==> config.mk <==
export PLATFORM = sky130hd
export DESIGN_NAME = irq_ctrl
export DESIGN_NICKNAME = d
export VERILOG_FILES = /design/src/include/irq_ctrl_pkg.sv /design/src/irq_ctrl.sv
export SDC_FILE = /design/constraint.sdc
export NUM_CORES = 1
export LEC_CHECK = 0
export BUFFER_PORTS_ARGS = -buffer_cell sky130_fd_sc_hd__buf_2
export CAP_MARGIN = 20
export CORE_MARGIN = 10
export CORE_UTILIZATION = 29
export CTS_BUF_LIST = sky130_fd_sc_hd__clkbuf_8
export CTS_CLUSTER_DIAMETER = 40
export DETAILED_ROUTE_END_ITERATION = 8
export PLACE_DENSITY = 0.48
export SETUP_SLACK_MARGIN = 0.1
export SYNTH_ARGS = -nofsm -noshare
export SYNTH_HDL_FRONTEND = slang
export SYNTH_SLANG_ARGS = --single-unit
==> constraint.sdc <==
create_clock -name clock -period 5.75 [get_ports clock]
set_input_delay 1.4375 -clock clock [delete_from_list [all_inputs] [get_ports clock]]
set_output_delay 1.4375 -clock clock [all_outputs]
set_load 0.02 [all_outputs]
==> src/include/irq_ctrl_pkg.sv <==
// constants, register map and types of the two-level interrupt controller
package irq_ctrl_pkg;
  localparam int unsigned NUM_SOURCES = 15;
  localparam int unsigned SRC_W       = 4;

  // register byte addresses
  localparam logic [7:0] ADDR_ENABLE_A = 8'h00;
  localparam logic [7:0] ADDR_ENABLE_B = 8'h04;
  localparam logic [7:0] ADDR_PRIO     = 8'h08;
  localparam logic [7:0] ADDR_PENDING  = 8'h0c;
  localparam logic [7:0] ADDR_STATUS   = 8'h10;
  localparam logic [7:0] ADDR_AUTOCLR  = 8'h14;
  localparam logic [7:0] ADDR_SET      = 8'h18;
  localparam logic [7:0] ADDR_CLEAR    = 8'h1c;

  // field positions
  localparam int unsigned GIE_BIT     = 7;
  localparam int unsigned SRC_A_COUNT = 7;
  localparam int unsigned SRC_B_COUNT = 8;
  localparam int unsigned ST_REQ_BIT  = 0;
  localparam int unsigned ST_HI_BIT   = 1;
  localparam int unsigned ST_LO_BIT   = 2;
  localparam int unsigned ST_SRC_LSB  = 4;

  // reset values
  localparam logic [7:0]  ENABLE_RST  = 8'h00;
  localparam logic [14:0] PRIO_RST    = 15'h0000;
  localparam logic [14:0] PENDING_RST = 15'h0000;
  // sources 0..3 are cleared by hardware on vectoring
  localparam logic [14:0] AUTOCLR_DEF = 15'h000f;

  localparam logic [1:0] RESP_OKAY   = 2'b00;
  localparam logic [1:0] RESP_SLVERR = 2'b10;

  // vector address: base plus 8 bytes per source
  localparam logic [15:0] VECTOR_BASE = 16'h0003;
  localparam int unsigned VECTOR_SHIFT = 3;

  typedef enum logic [1:0] {
    ST_IDLE  = 2'b00,
    ST_ACK   = 2'b01,
    ST_SERVE = 2'b11
  } core_state_t;
endpackage

==> src/irq_ctrl.sv <==
// two-level interrupt controller with AXI4-Lite register access
// Operation
// many sources, each assigned to one of two priority levels
// a source's valid condition sets its pending flag to one
// pending flag is set whether the source is enabled or not
// request goes to the CPU whenever an enabled pending flag is set
// CPU finishes current instruction, then long calls the source's fixed vector
// every routine ends with return from interrupt, resuming the interrupted flow
// a disabled source's pending flag is ignored, no vectoring
// each source has its own enable bit in one of two enable registers
// individual enables count only while the global enable is one
// global enable zero blocks every source regardless of individual enables
// certain sources have their flag cleared by hardware on vectoring
// other sources' routines must clear the flag before returning
// flag still set after return requests again, re-entry after one instruction; the code re-enters only after two instructions
// high priority preempts low priority routine; high routine never preempted
// simultaneous requests: higher priority first, ties by fixed source order
// software writing one to a pending flag requests like hardware
// pending flags hold until cleared by vectoring or software
`timescale 1ns/1ns
module irq_ctrl
  import irq_ctrl_pkg::*;
(
  // clock and reset
  input  wire logic                   clock,
  input  wire logic                   rstn,
  // interrupt sources, one-cycle condition pulses
  input  wire logic [NUM_SOURCES-1:0] src_event,
  // cpu core sequencer
  input  wire logic                   instr_done,
  input  wire logic                   return_from_interrupt,
  output logic                        irq_request,
  output logic                        long_call_to_vector,
  output logic [15:0]                 vector_addr,
  output logic [SRC_W-1:0]            vector_src,
  // axi4-lite write address
  input  wire logic                   s_axi_awvalid,
  output logic                        s_axi_awready,
  input  wire logic [7:0]             s_axi_awaddr,
  // axi4-lite write data
  input  wire logic                   s_axi_wvalid,
  output logic                        s_axi_wready,
  input  wire logic [31:0]            s_axi_wdata,
  input  wire logic [3:0]             s_axi_wstrb,
  // axi4-lite write response
  output logic                        s_axi_bvalid,
  input  wire logic                   s_axi_bready,
  output logic [1:0]                  s_axi_bresp,
  // axi4-lite read address
  input  wire logic                   s_axi_arvalid,
  output logic                        s_axi_arready,
  input  wire logic [7:0]             s_axi_araddr,
  // axi4-lite read data
  output logic                        s_axi_rvalid,
  input  wire logic                   s_axi_rready,
  output logic [31:0]                 s_axi_rdata,
  output logic [1:0]                  s_axi_rresp
);

  logic                   rst_meta_reg;
  logic                   rst_sync_reg;
  logic [7:0]             enable_a_reg;
  logic [7:0]             enable_b_reg;
  logic [NUM_SOURCES-1:0] prio_reg;
  logic [NUM_SOURCES-1:0] pending_reg;
  logic [NUM_SOURCES-1:0] pending_next;
  logic [NUM_SOURCES-1:0] autoclr_reg;
  logic [NUM_SOURCES-1:0] src_enable;
  logic [NUM_SOURCES-1:0] active;
  logic                   global_irq_enable;
  logic                   hi_active_reg;
  logic                   lo_active_reg;
  logic [SRC_W-1:0]       hi_src_reg;
  logic [SRC_W-1:0]       lo_src_reg;
  core_state_t            state_reg;
  logic [SRC_W-1:0]       win_src;
  logic                   win_hi;
  logic                   win_valid;
  logic                   may_take;
  logic                   take;
  logic                   return_from_interrupt_guard_reg;
  logic [7:0]             aw_addr_reg;
  logic                   aw_held_reg;
  logic [31:0]            w_data_reg;
  logic [3:0]             w_strb_reg;
  logic                   w_held_reg;
  logic                   wr_fire;
  logic [31:0]            rd_value;
  logic                   rd_hit;
  logic [NUM_SOURCES-1:0] sw_set;
  logic [NUM_SOURCES-1:0] sw_clr;
  logic [NUM_SOURCES-1:0] hw_clr;

  // reset release through two flops
  always_ff @(posedge clock or negedge rstn) begin
    if (!rstn) begin
      rst_meta_reg <= 1'b0;
      rst_sync_reg <= 1'b0;
    end else begin
      rst_meta_reg <= 1'b1;
      rst_sync_reg <= rst_meta_reg;
    end
  end

  assign global_irq_enable = enable_a_reg[GIE_BIT];
  assign src_enable = {enable_b_reg, enable_a_reg[SRC_A_COUNT-1:0]};
  // global enable gates every individual enable
  assign active = global_irq_enable ? (pending_reg & src_enable) : '0;

  // winner: high level first, lowest index wins a tie
  always_comb begin
    win_src   = '0;
    win_hi    = 1'b0;
    win_valid = 1'b0;
    for (int i = NUM_SOURCES - 1; i >= 0; i--) begin
      if (active[i] && !prio_reg[i]) begin
        win_src   = SRC_W'(i);
        win_valid = 1'b1;
      end
    end
    for (int i = NUM_SOURCES - 1; i >= 0; i--) begin
      if (active[i] && prio_reg[i]) begin
        win_src   = SRC_W'(i);
        win_hi    = 1'b1;
        win_valid = 1'b1;
      end
    end
  end

  // a running high routine is never preempted; low routine yields only to high
  always_comb begin
    if (hi_active_reg)
      may_take = 1'b0;
    else if (lo_active_reg)
      may_take = win_hi;
    else
      may_take = 1'b1;
  end

  // after a return two more instructions run before re-entry
  assign take = win_valid && may_take && instr_done && !return_from_interrupt_guard_reg
                && (state_reg == ST_IDLE);

  // vectoring sequence
  always_ff @(posedge clock or negedge rstn) begin
    if (!rstn) begin
      state_reg <= ST_IDLE;
    end else if (!rst_sync_reg) begin
      state_reg <= ST_IDLE;
    end else begin
      unique case (state_reg)
        ST_IDLE:  if (take) state_reg <= ST_ACK;
        ST_ACK:   state_reg <= ST_SERVE;
        ST_SERVE: state_reg <= ST_IDLE;
      endcase
    end
  end

  // nesting record of active routines
  always_ff @(posedge clock or negedge rstn) begin
    if (!rstn) begin
      hi_active_reg <= 1'b0;
      lo_active_reg <= 1'b0;
      hi_src_reg    <= '0;
      lo_src_reg    <= '0;
    end else if (!rst_sync_reg) begin
      hi_active_reg <= 1'b0;
      lo_active_reg <= 1'b0;
    end else if (take) begin
      if (win_hi) begin
        hi_active_reg <= 1'b1;
        hi_src_reg    <= win_src;
      end else begin
        lo_active_reg <= 1'b1;
        lo_src_reg    <= win_src;
      end
    end else if (return_from_interrupt) begin
      // the innermost routine returns first
      if (hi_active_reg)
        hi_active_reg <= 1'b0;
      else
        lo_active_reg <= 1'b0;
    end
  end

  // blocks vectoring until the instruction after a return completes
  always_ff @(posedge clock or negedge rstn) begin
    if (!rstn)
      return_from_interrupt_guard_reg <= 1'b0;
    else if (return_from_interrupt)
      return_from_interrupt_guard_reg <= 1'b1;
    else if (instr_done)
      return_from_interrupt_guard_reg <= 1'b0;
  end

  // cpu outputs
  always_ff @(posedge clock or negedge rstn) begin
    if (!rstn) begin
      irq_request         <= 1'b0;
      long_call_to_vector <= 1'b0;
      vector_addr         <= '0;
      vector_src          <= '0;
    end else begin
      irq_request         <= win_valid && may_take;
      long_call_to_vector <= take;
      if (take) begin
        vector_src  <= win_src;
        vector_addr <= VECTOR_BASE + (16'(win_src) << VECTOR_SHIFT);
      end
    end
  end

  // pending flags
  assign hw_clr = take ? (autoclr_reg & (NUM_SOURCES'(1) << win_src)) : '0;
  always_comb begin
    // events win over any clear in the same cycle
    pending_next = (pending_reg & ~sw_clr & ~hw_clr) | sw_set | src_event;
  end

  always_ff @(posedge clock or negedge rstn) begin
    if (!rstn)
      pending_reg <= PENDING_RST;
    else
      pending_reg <= pending_next;
  end

  // axi write channels: address and data accepted in either order
  assign wr_fire = aw_held_reg && w_held_reg && !s_axi_bvalid;

  always_ff @(posedge clock or negedge rstn) begin
    if (!rstn) begin
      aw_held_reg <= 1'b0;
      aw_addr_reg <= '0;
    end else if (s_axi_awvalid && s_axi_awready) begin
      aw_held_reg <= 1'b1;
      aw_addr_reg <= s_axi_awaddr;
    end else if (wr_fire) begin
      aw_held_reg <= 1'b0;
    end
  end

  always_ff @(posedge clock or negedge rstn) begin
    if (!rstn) begin
      w_held_reg <= 1'b0;
      w_data_reg <= '0;
      w_strb_reg <= '0;
    end else if (s_axi_wvalid && s_axi_wready) begin
      w_held_reg <= 1'b1;
      w_data_reg <= s_axi_wdata;
      w_strb_reg <= s_axi_wstrb;
    end else if (wr_fire) begin
      w_held_reg <= 1'b0;
    end
  end

  always_ff @(posedge clock or negedge rstn) begin
    if (!rstn) begin
      s_axi_awready <= 1'b0;
      s_axi_wready  <= 1'b0;
    end else begin
      s_axi_awready <= rst_sync_reg && !aw_held_reg && !(s_axi_awvalid && s_axi_awready);
      s_axi_wready  <= rst_sync_reg && !w_held_reg && !(s_axi_wvalid && s_axi_wready);
    end
  end

  // strobe-qualified software set and clear of flags
  always_comb begin
    sw_set = '0;
    sw_clr = '0;
    if (wr_fire && w_strb_reg[0] && w_strb_reg[1]) begin
      if (aw_addr_reg == ADDR_SET)
        sw_set = w_data_reg[NUM_SOURCES-1:0];
      if (aw_addr_reg == ADDR_CLEAR)
        sw_clr = w_data_reg[NUM_SOURCES-1:0];
      if (aw_addr_reg == ADDR_PENDING) begin
        sw_set = w_data_reg[NUM_SOURCES-1:0];
        sw_clr = ~w_data_reg[NUM_SOURCES-1:0];
      end
    end
  end

  // control registers
  always_ff @(posedge clock or negedge rstn) begin
    if (!rstn) begin
      enable_a_reg <= ENABLE_RST;
      enable_b_reg <= ENABLE_RST;
      prio_reg     <= PRIO_RST;
      autoclr_reg  <= AUTOCLR_DEF;
    end else if (wr_fire) begin
      unique case (aw_addr_reg)
        ADDR_ENABLE_A: if (w_strb_reg[0]) enable_a_reg <= w_data_reg[7:0];
        ADDR_ENABLE_B: if (w_strb_reg[0]) enable_b_reg <= w_data_reg[7:0];
        ADDR_PRIO: begin
          if (w_strb_reg[0]) prio_reg[7:0] <= w_data_reg[7:0];
          if (w_strb_reg[1]) prio_reg[NUM_SOURCES-1:8] <= w_data_reg[NUM_SOURCES-1:8];
        end
        ADDR_AUTOCLR: begin
          if (w_strb_reg[0]) autoclr_reg[7:0] <= w_data_reg[7:0];
          if (w_strb_reg[1]) autoclr_reg[NUM_SOURCES-1:8] <= w_data_reg[NUM_SOURCES-1:8];
        end
        default: ;
      endcase
    end
  end

  // write response; unmapped address answers slverr
  always_ff @(posedge clock or negedge rstn) begin
    if (!rstn) begin
      s_axi_bvalid <= 1'b0;
      s_axi_bresp  <= RESP_OKAY;
    end else if (wr_fire) begin
      s_axi_bvalid <= 1'b1;
      unique case (aw_addr_reg)
        ADDR_ENABLE_A, ADDR_ENABLE_B, ADDR_PRIO, ADDR_PENDING,
        ADDR_AUTOCLR, ADDR_SET, ADDR_CLEAR: s_axi_bresp <= RESP_OKAY;
        default:                            s_axi_bresp <= RESP_SLVERR;
      endcase
    end else if (s_axi_bready) begin
      s_axi_bvalid <= 1'b0;
    end
  end

  // read mux
  always_comb begin
    rd_value = '0;
    rd_hit   = 1'b1;
    unique case (s_axi_araddr)
      ADDR_ENABLE_A: rd_value[7:0] = enable_a_reg;
      ADDR_ENABLE_B: rd_value[7:0] = enable_b_reg;
      ADDR_PRIO:     rd_value[NUM_SOURCES-1:0] = prio_reg;
      ADDR_PENDING:  rd_value[NUM_SOURCES-1:0] = pending_reg;
      ADDR_AUTOCLR:  rd_value[NUM_SOURCES-1:0] = autoclr_reg;
      ADDR_STATUS: begin
        rd_value[ST_REQ_BIT] = irq_request;
        rd_value[ST_HI_BIT]  = hi_active_reg;
        rd_value[ST_LO_BIT]  = lo_active_reg;
        rd_value[ST_SRC_LSB +: SRC_W] = hi_active_reg ? hi_src_reg : lo_src_reg;
      end
      ADDR_SET, ADDR_CLEAR: rd_value = '0;
      default:       rd_hit = 1'b0;
    endcase
  end

  always_ff @(posedge clock or negedge rstn) begin
    if (!rstn) begin
      s_axi_arready <= 1'b0;
      s_axi_rvalid  <= 1'b0;
      s_axi_rdata   <= '0;
      s_axi_rresp   <= RESP_OKAY;
    end else begin
      s_axi_arready <= rst_sync_reg && !s_axi_rvalid && !(s_axi_arvalid && s_axi_arready);
      if (s_axi_arvalid && s_axi_arready) begin
        s_axi_rvalid <= 1'b1;
        s_axi_rdata  <= rd_value;
        s_axi_rresp  <= rd_hit ? RESP_OKAY : RESP_SLVERR;
      end else if (s_axi_rready) begin
        s_axi_rvalid <= 1'b0;
      end
    end
  end

endmodule

Word level (Yosys, flattened, before mapping)
Index checks and enable logic that the tools add are counted.
Storage, ports and cells
  flip-flop bits (word level): 149
  bits of input ports: 76
  output and inout bits: 63
  logic and storage cells: 268
Operators by class
  add/sub/neg operators: 1
  equality and inequality tests: 20
  shift operators: 1
  mux-type cells: 114
  bitwise gates (word level): 10
  reductions and logical operators: 90
Operators by type and width (count)
  $mux W4: 31
  $mux W15: 8
  $mux W1: 66
  $and A15 B15 Y15: 4
  $eq A8 B5 Y1 const B: 7
  $logic_and A1 B1 Y1: 47
  $not A15 Y15: 3
  $eq A8 B4 Y1 const B: 4
  $or A15 B15 Y15: 2
  $reduce_and A3 Y1: 9
  $pmux W4 S6: 1
  $logic_not A1 Y1: 23
  $pmux W7 S3: 1
  $pmux W3 S6: 1
  $eq A8 B3 Y1 const B: 2
  $logic_not A8 Y1: 2
  $shl A1 B4 Y15 const A: 1
  $reduce_bool A2 Y1: 5
  $ne A3 B3 Y1 const B: 3
  $add A2 B7 Y8 const A: 1
  $mux W2: 4
  $reduce_or A8 Y1: 1
  $reduce_or A7 Y1: 1
  $ne A3 B2 Y1 const B: 2
  7 further kinds: 7

Logic depth before layout (Yosys ltp)
  depth in word-level cells: 42
  gate-level depth with buffers: 10

Least setup slack after synthesis
No wires, ideal clock.
  path kind: in2reg
  from: in s_axi_araddr[0]
  to: reg s_axi_rdata[11]
  setup time: 0.083 ns
  arrival: 3.124 ns
  data required time: 5.667 ns
  slack: 2.543 ns
  stages on the path: 6
  buffers on the path: 1
  cell sequence: or4_1 nor4b_4 and2_1 buf_4 a22oi_1 o21ai_0
On the way
  cells in the longest elaborated chain, start to end: 2
Ends and longest elaborated chain
  start: declaration: line irq_ctrl.sv:52  | input wire logic [7:0] s_axi_araddr,
  $eq A8 B5 Y1 / $eq A8 B4 Y1 (equally long branches): line irq_ctrl.sv:327  | unique case (s_axi_araddr)
  $pmux W7 S3 *: line irq_ctrl.sv:327
  end signal: assignment: line irq_ctrl.sv:354  | s_axi_rdata <= rd_value;
  end: declaration: line irq_ctrl.sv:56  | output logic [31:0] s_axi_rdata,
Every way passes the cells marked *; elsewhere a longest branch is shown, timed or not.
A chain may end at the register's enable or synchronous reset.

Final worst setup path
  from: in s_axi_araddr[0]
  to: reg s_axi_rdata[14]
The elaborated chain is that of the path after synthesis.

==> results.toml <==
[logic_synthesis]
netlist_area_sq_um = 7000
syn_inst = 625
yosysTopAreaCell = "dfrtp_1"
synth-edff-count = 0
yosys_warnings = 0
async_flop_share = 1.00
synth_cell_types = 64
ys.flop_type = "dfrtp_1"
synth_seq_cells = 132
synthTopCellsByArea = "dfrtp_1, mux2_2, buf_4"
synth.avg_cell_area_sq_um = 11.2
seq_area_frac_synth = 0.472
synth.top_cell.area_share = 0.457

[clock_tree]
htreeDepth = 4
cts_made_buffers = 17
post-cts-setup-buffer-count = 0
clk_pin_slew_worst_paths_ns = 0.08
insertion_delay_ns = 0.46
tritoncts = "yes"
hold_buffers = 0
cts_max_path_buffers = 2
numClockSinks = 132
clockRootBuffer = "clkbuf_8"
cts_resized = 0

[placement]
dp.cells = 1012
hpwl_um = 16400
pre_cts_ws_ns = 1.60
port_buffers = 90
place.gp.congestion = 0.853

[setup_path]
worstRegToRegCells = 8
critPathKind = "input pin to register"
cp-end-kind = "register"
worstSetupStartpointType = "input pin"
r2r_end = "pending_reg[14]"
cp_max_fo = 14
crit_slowest_cell = "nor4b_4"
worst_path_largest_cell_delay_ns = 0.77
worstReg2RegStart = "enable_a_reg[7]"
reg2reg_slack_ns = 2.59
critPathArrivalTime_ns = 4.13
cp.required_ns = 6.10
crit_chain = "buf_2 > or4_1 > nor4b_4 > and2_1 > a22oi_1 > o21ai_0"

[floorplanning]
initial_core_util = 0.297
dieArea_sq_um = 30800
fp.dieH_um = 175
io_pins = 139
num_rows = 56
core_area_sq_um = 23600
die_x_um = 175

[pwr]
ir_worst_vdd_uv = 151
p_leak_nw = 3.70
power_density_nw_per_um2 = 299

[flow_run]
cap_violations = 0

[finish]
regArea_sq_um = 3310
drive_above_1_share = 0.356
final_cells = 1044
multiInputGateArea_sq_um = 3410
diodes = 0
fin_nets = 788
fill_cells = 2419
fin_util = 0.341
syn2layout_area_growth_pct = 15.0

[timing]
setup_slack_ns = 1.97
final_max_slew_viol_count = 0
fin_crit_sh = 0.658
setup-tns-final_ns = 0
finalCriticalPeriod_ns = 3.78
worst_pin_slew_ns = 1.08
finClkSkew_ns = 0.0177
relSlewSlack = 0.278
max_freq_mhz = 264
setup_viol = 0
rsz0062_at_grt = "no"
final-hold-violation-count = 0

[hold_path]
hold_path.startpoint = "rst_meta_reg"
worst_hold_path_type = "register to register"
min_to = "rst_sync_reg"
holdPathStages = 0

[drt]
first_iter_violations = 409
drcViolationCount = 0
num_vias = 5428
firstDrtPassIters = 5
ant_nets = 0
finalWirelength_um = 21800
vias_per_cell = 5.20
wl_per_cell_um = 20.9

[run_status]
outcome = "finished clean"

[grt]
grt_antenna_before_repair = 0
grt_overflow = 0
grt_max_degree = 102
gr-usage-all-layers = 0.142
grt_pass1_wl_um = 33600
grt_pass1_vias = 5540
## cell usage in the layout (no fill, tap or decap), drive strengths merged, types with 10 or more instances in the layout
cell	count
dfrtp	128
mux2	102
buf	96
o21ai	50
a21oi	36
nand2	33
conb	30
nor2	29
a22oi	21
clkbuf	20
nand4	19
nand4b	16
nand3	13
and4	12
and3	11
inv	10
## critical path: cells and delay by family
family / cells / cell delay, ns
AO/OA/AOI/OAI: 2 / 0.53
AND/OR/NAND/NOR: 3 / 2.05
buffers and inverters: 1 / 0.09
## how the worst max path moves through the flow
stage / startpoint / slack [ns] / cells after the start / endpoint
6_report: s_axi_araddr[0] / 1.97 / 6 / s_axi_rdata[14]
5_1_grt: s_axi_araddr[0] / 1.92 / 6 / s_axi_rdata[14]
4_1_cts: s_axi_araddr[0] / 2.07 / 6 / s_axi_rdata[14]
3_5_place_dp: s_axi_araddr[0] / 1.60 / 6 / s_axi_rdata[14]
3_3_place_gp: s_axi_araddr[0] / 1.61 / 6 / s_axi_rdata[14]
2_1_floorplan: s_axi_araddr[0] / 2.54 / 6 / s_axi_rdata[11]
## stage by stage
step / power, mW / hold WS, ns / instance area (sq um)
floorplan: 1.48 / 0.331 / 7110
global placement: 1.60 / 0.332 / 7650
detailed placement: 1.62 / 0.336 / 7650
CTS: 2.43 / 0.355 / 8050
global route: 2.54 / 0.365 / 8050
finish: 2.41 / 0.354 / 8050
## power by group
group          internal [mW]  switching, mW  leakage, nW  total (mW)
Combinational          0.171          0.180         1.82       0.352
Sequential              1.06          0.188         1.67        1.25
Clock                  0.420          0.387        0.207       0.806
## area by class of cell
cell class	instances	share of cell area
Sequential cell	132	0.411
Clock buffer	20	0.0342
Multi-Input combinational cell	458	0.424
Inverter	7	0.00326
Tap cell	319	0.0496
Clock inverter	12	0.0160
Timing Repair Buffer	96	0.0623
## cells by family (layout without fill, tap and decap cells)
family,Yosys count,count (layout),share of synthesized area
AO/OA/AOI/OAI,145,145,0.133
XOR/XNOR,1,1,0.00125
buffers and inverters,63,135,0.0577
flip-flops,132,132,0.472
multiplexers,110,110,0.175
other,2,30,0.00107
AND/OR/NAND/NOR,172,172,0.159
## cell usage after synthesis, drive strengths merged, types with 7 or more instances
cell,number
dfrtp,128
mux2,102
o21ai,50
buf,41
a21oi,36
nand2,33
nor2,29
a22oi,21
nand4,19
nand4b,16
clkbuf,15
nand3,13
and4,12
and3,11
and2,9
mux2i,8
inv,7
nor3,7
## layer usage
metal / global-route usage / share of wire / up-vias
li1: - / - / 2478
met1: 0.187 / 0.46 / 2702
met2: 0.216 / 0.45 / 217
met3: 0.0429 / 0.067 / 31
met4: 0.0505 / 0.019 / 0
met5: 0 / 0 / -
Power figures use the tool's default switching activity.
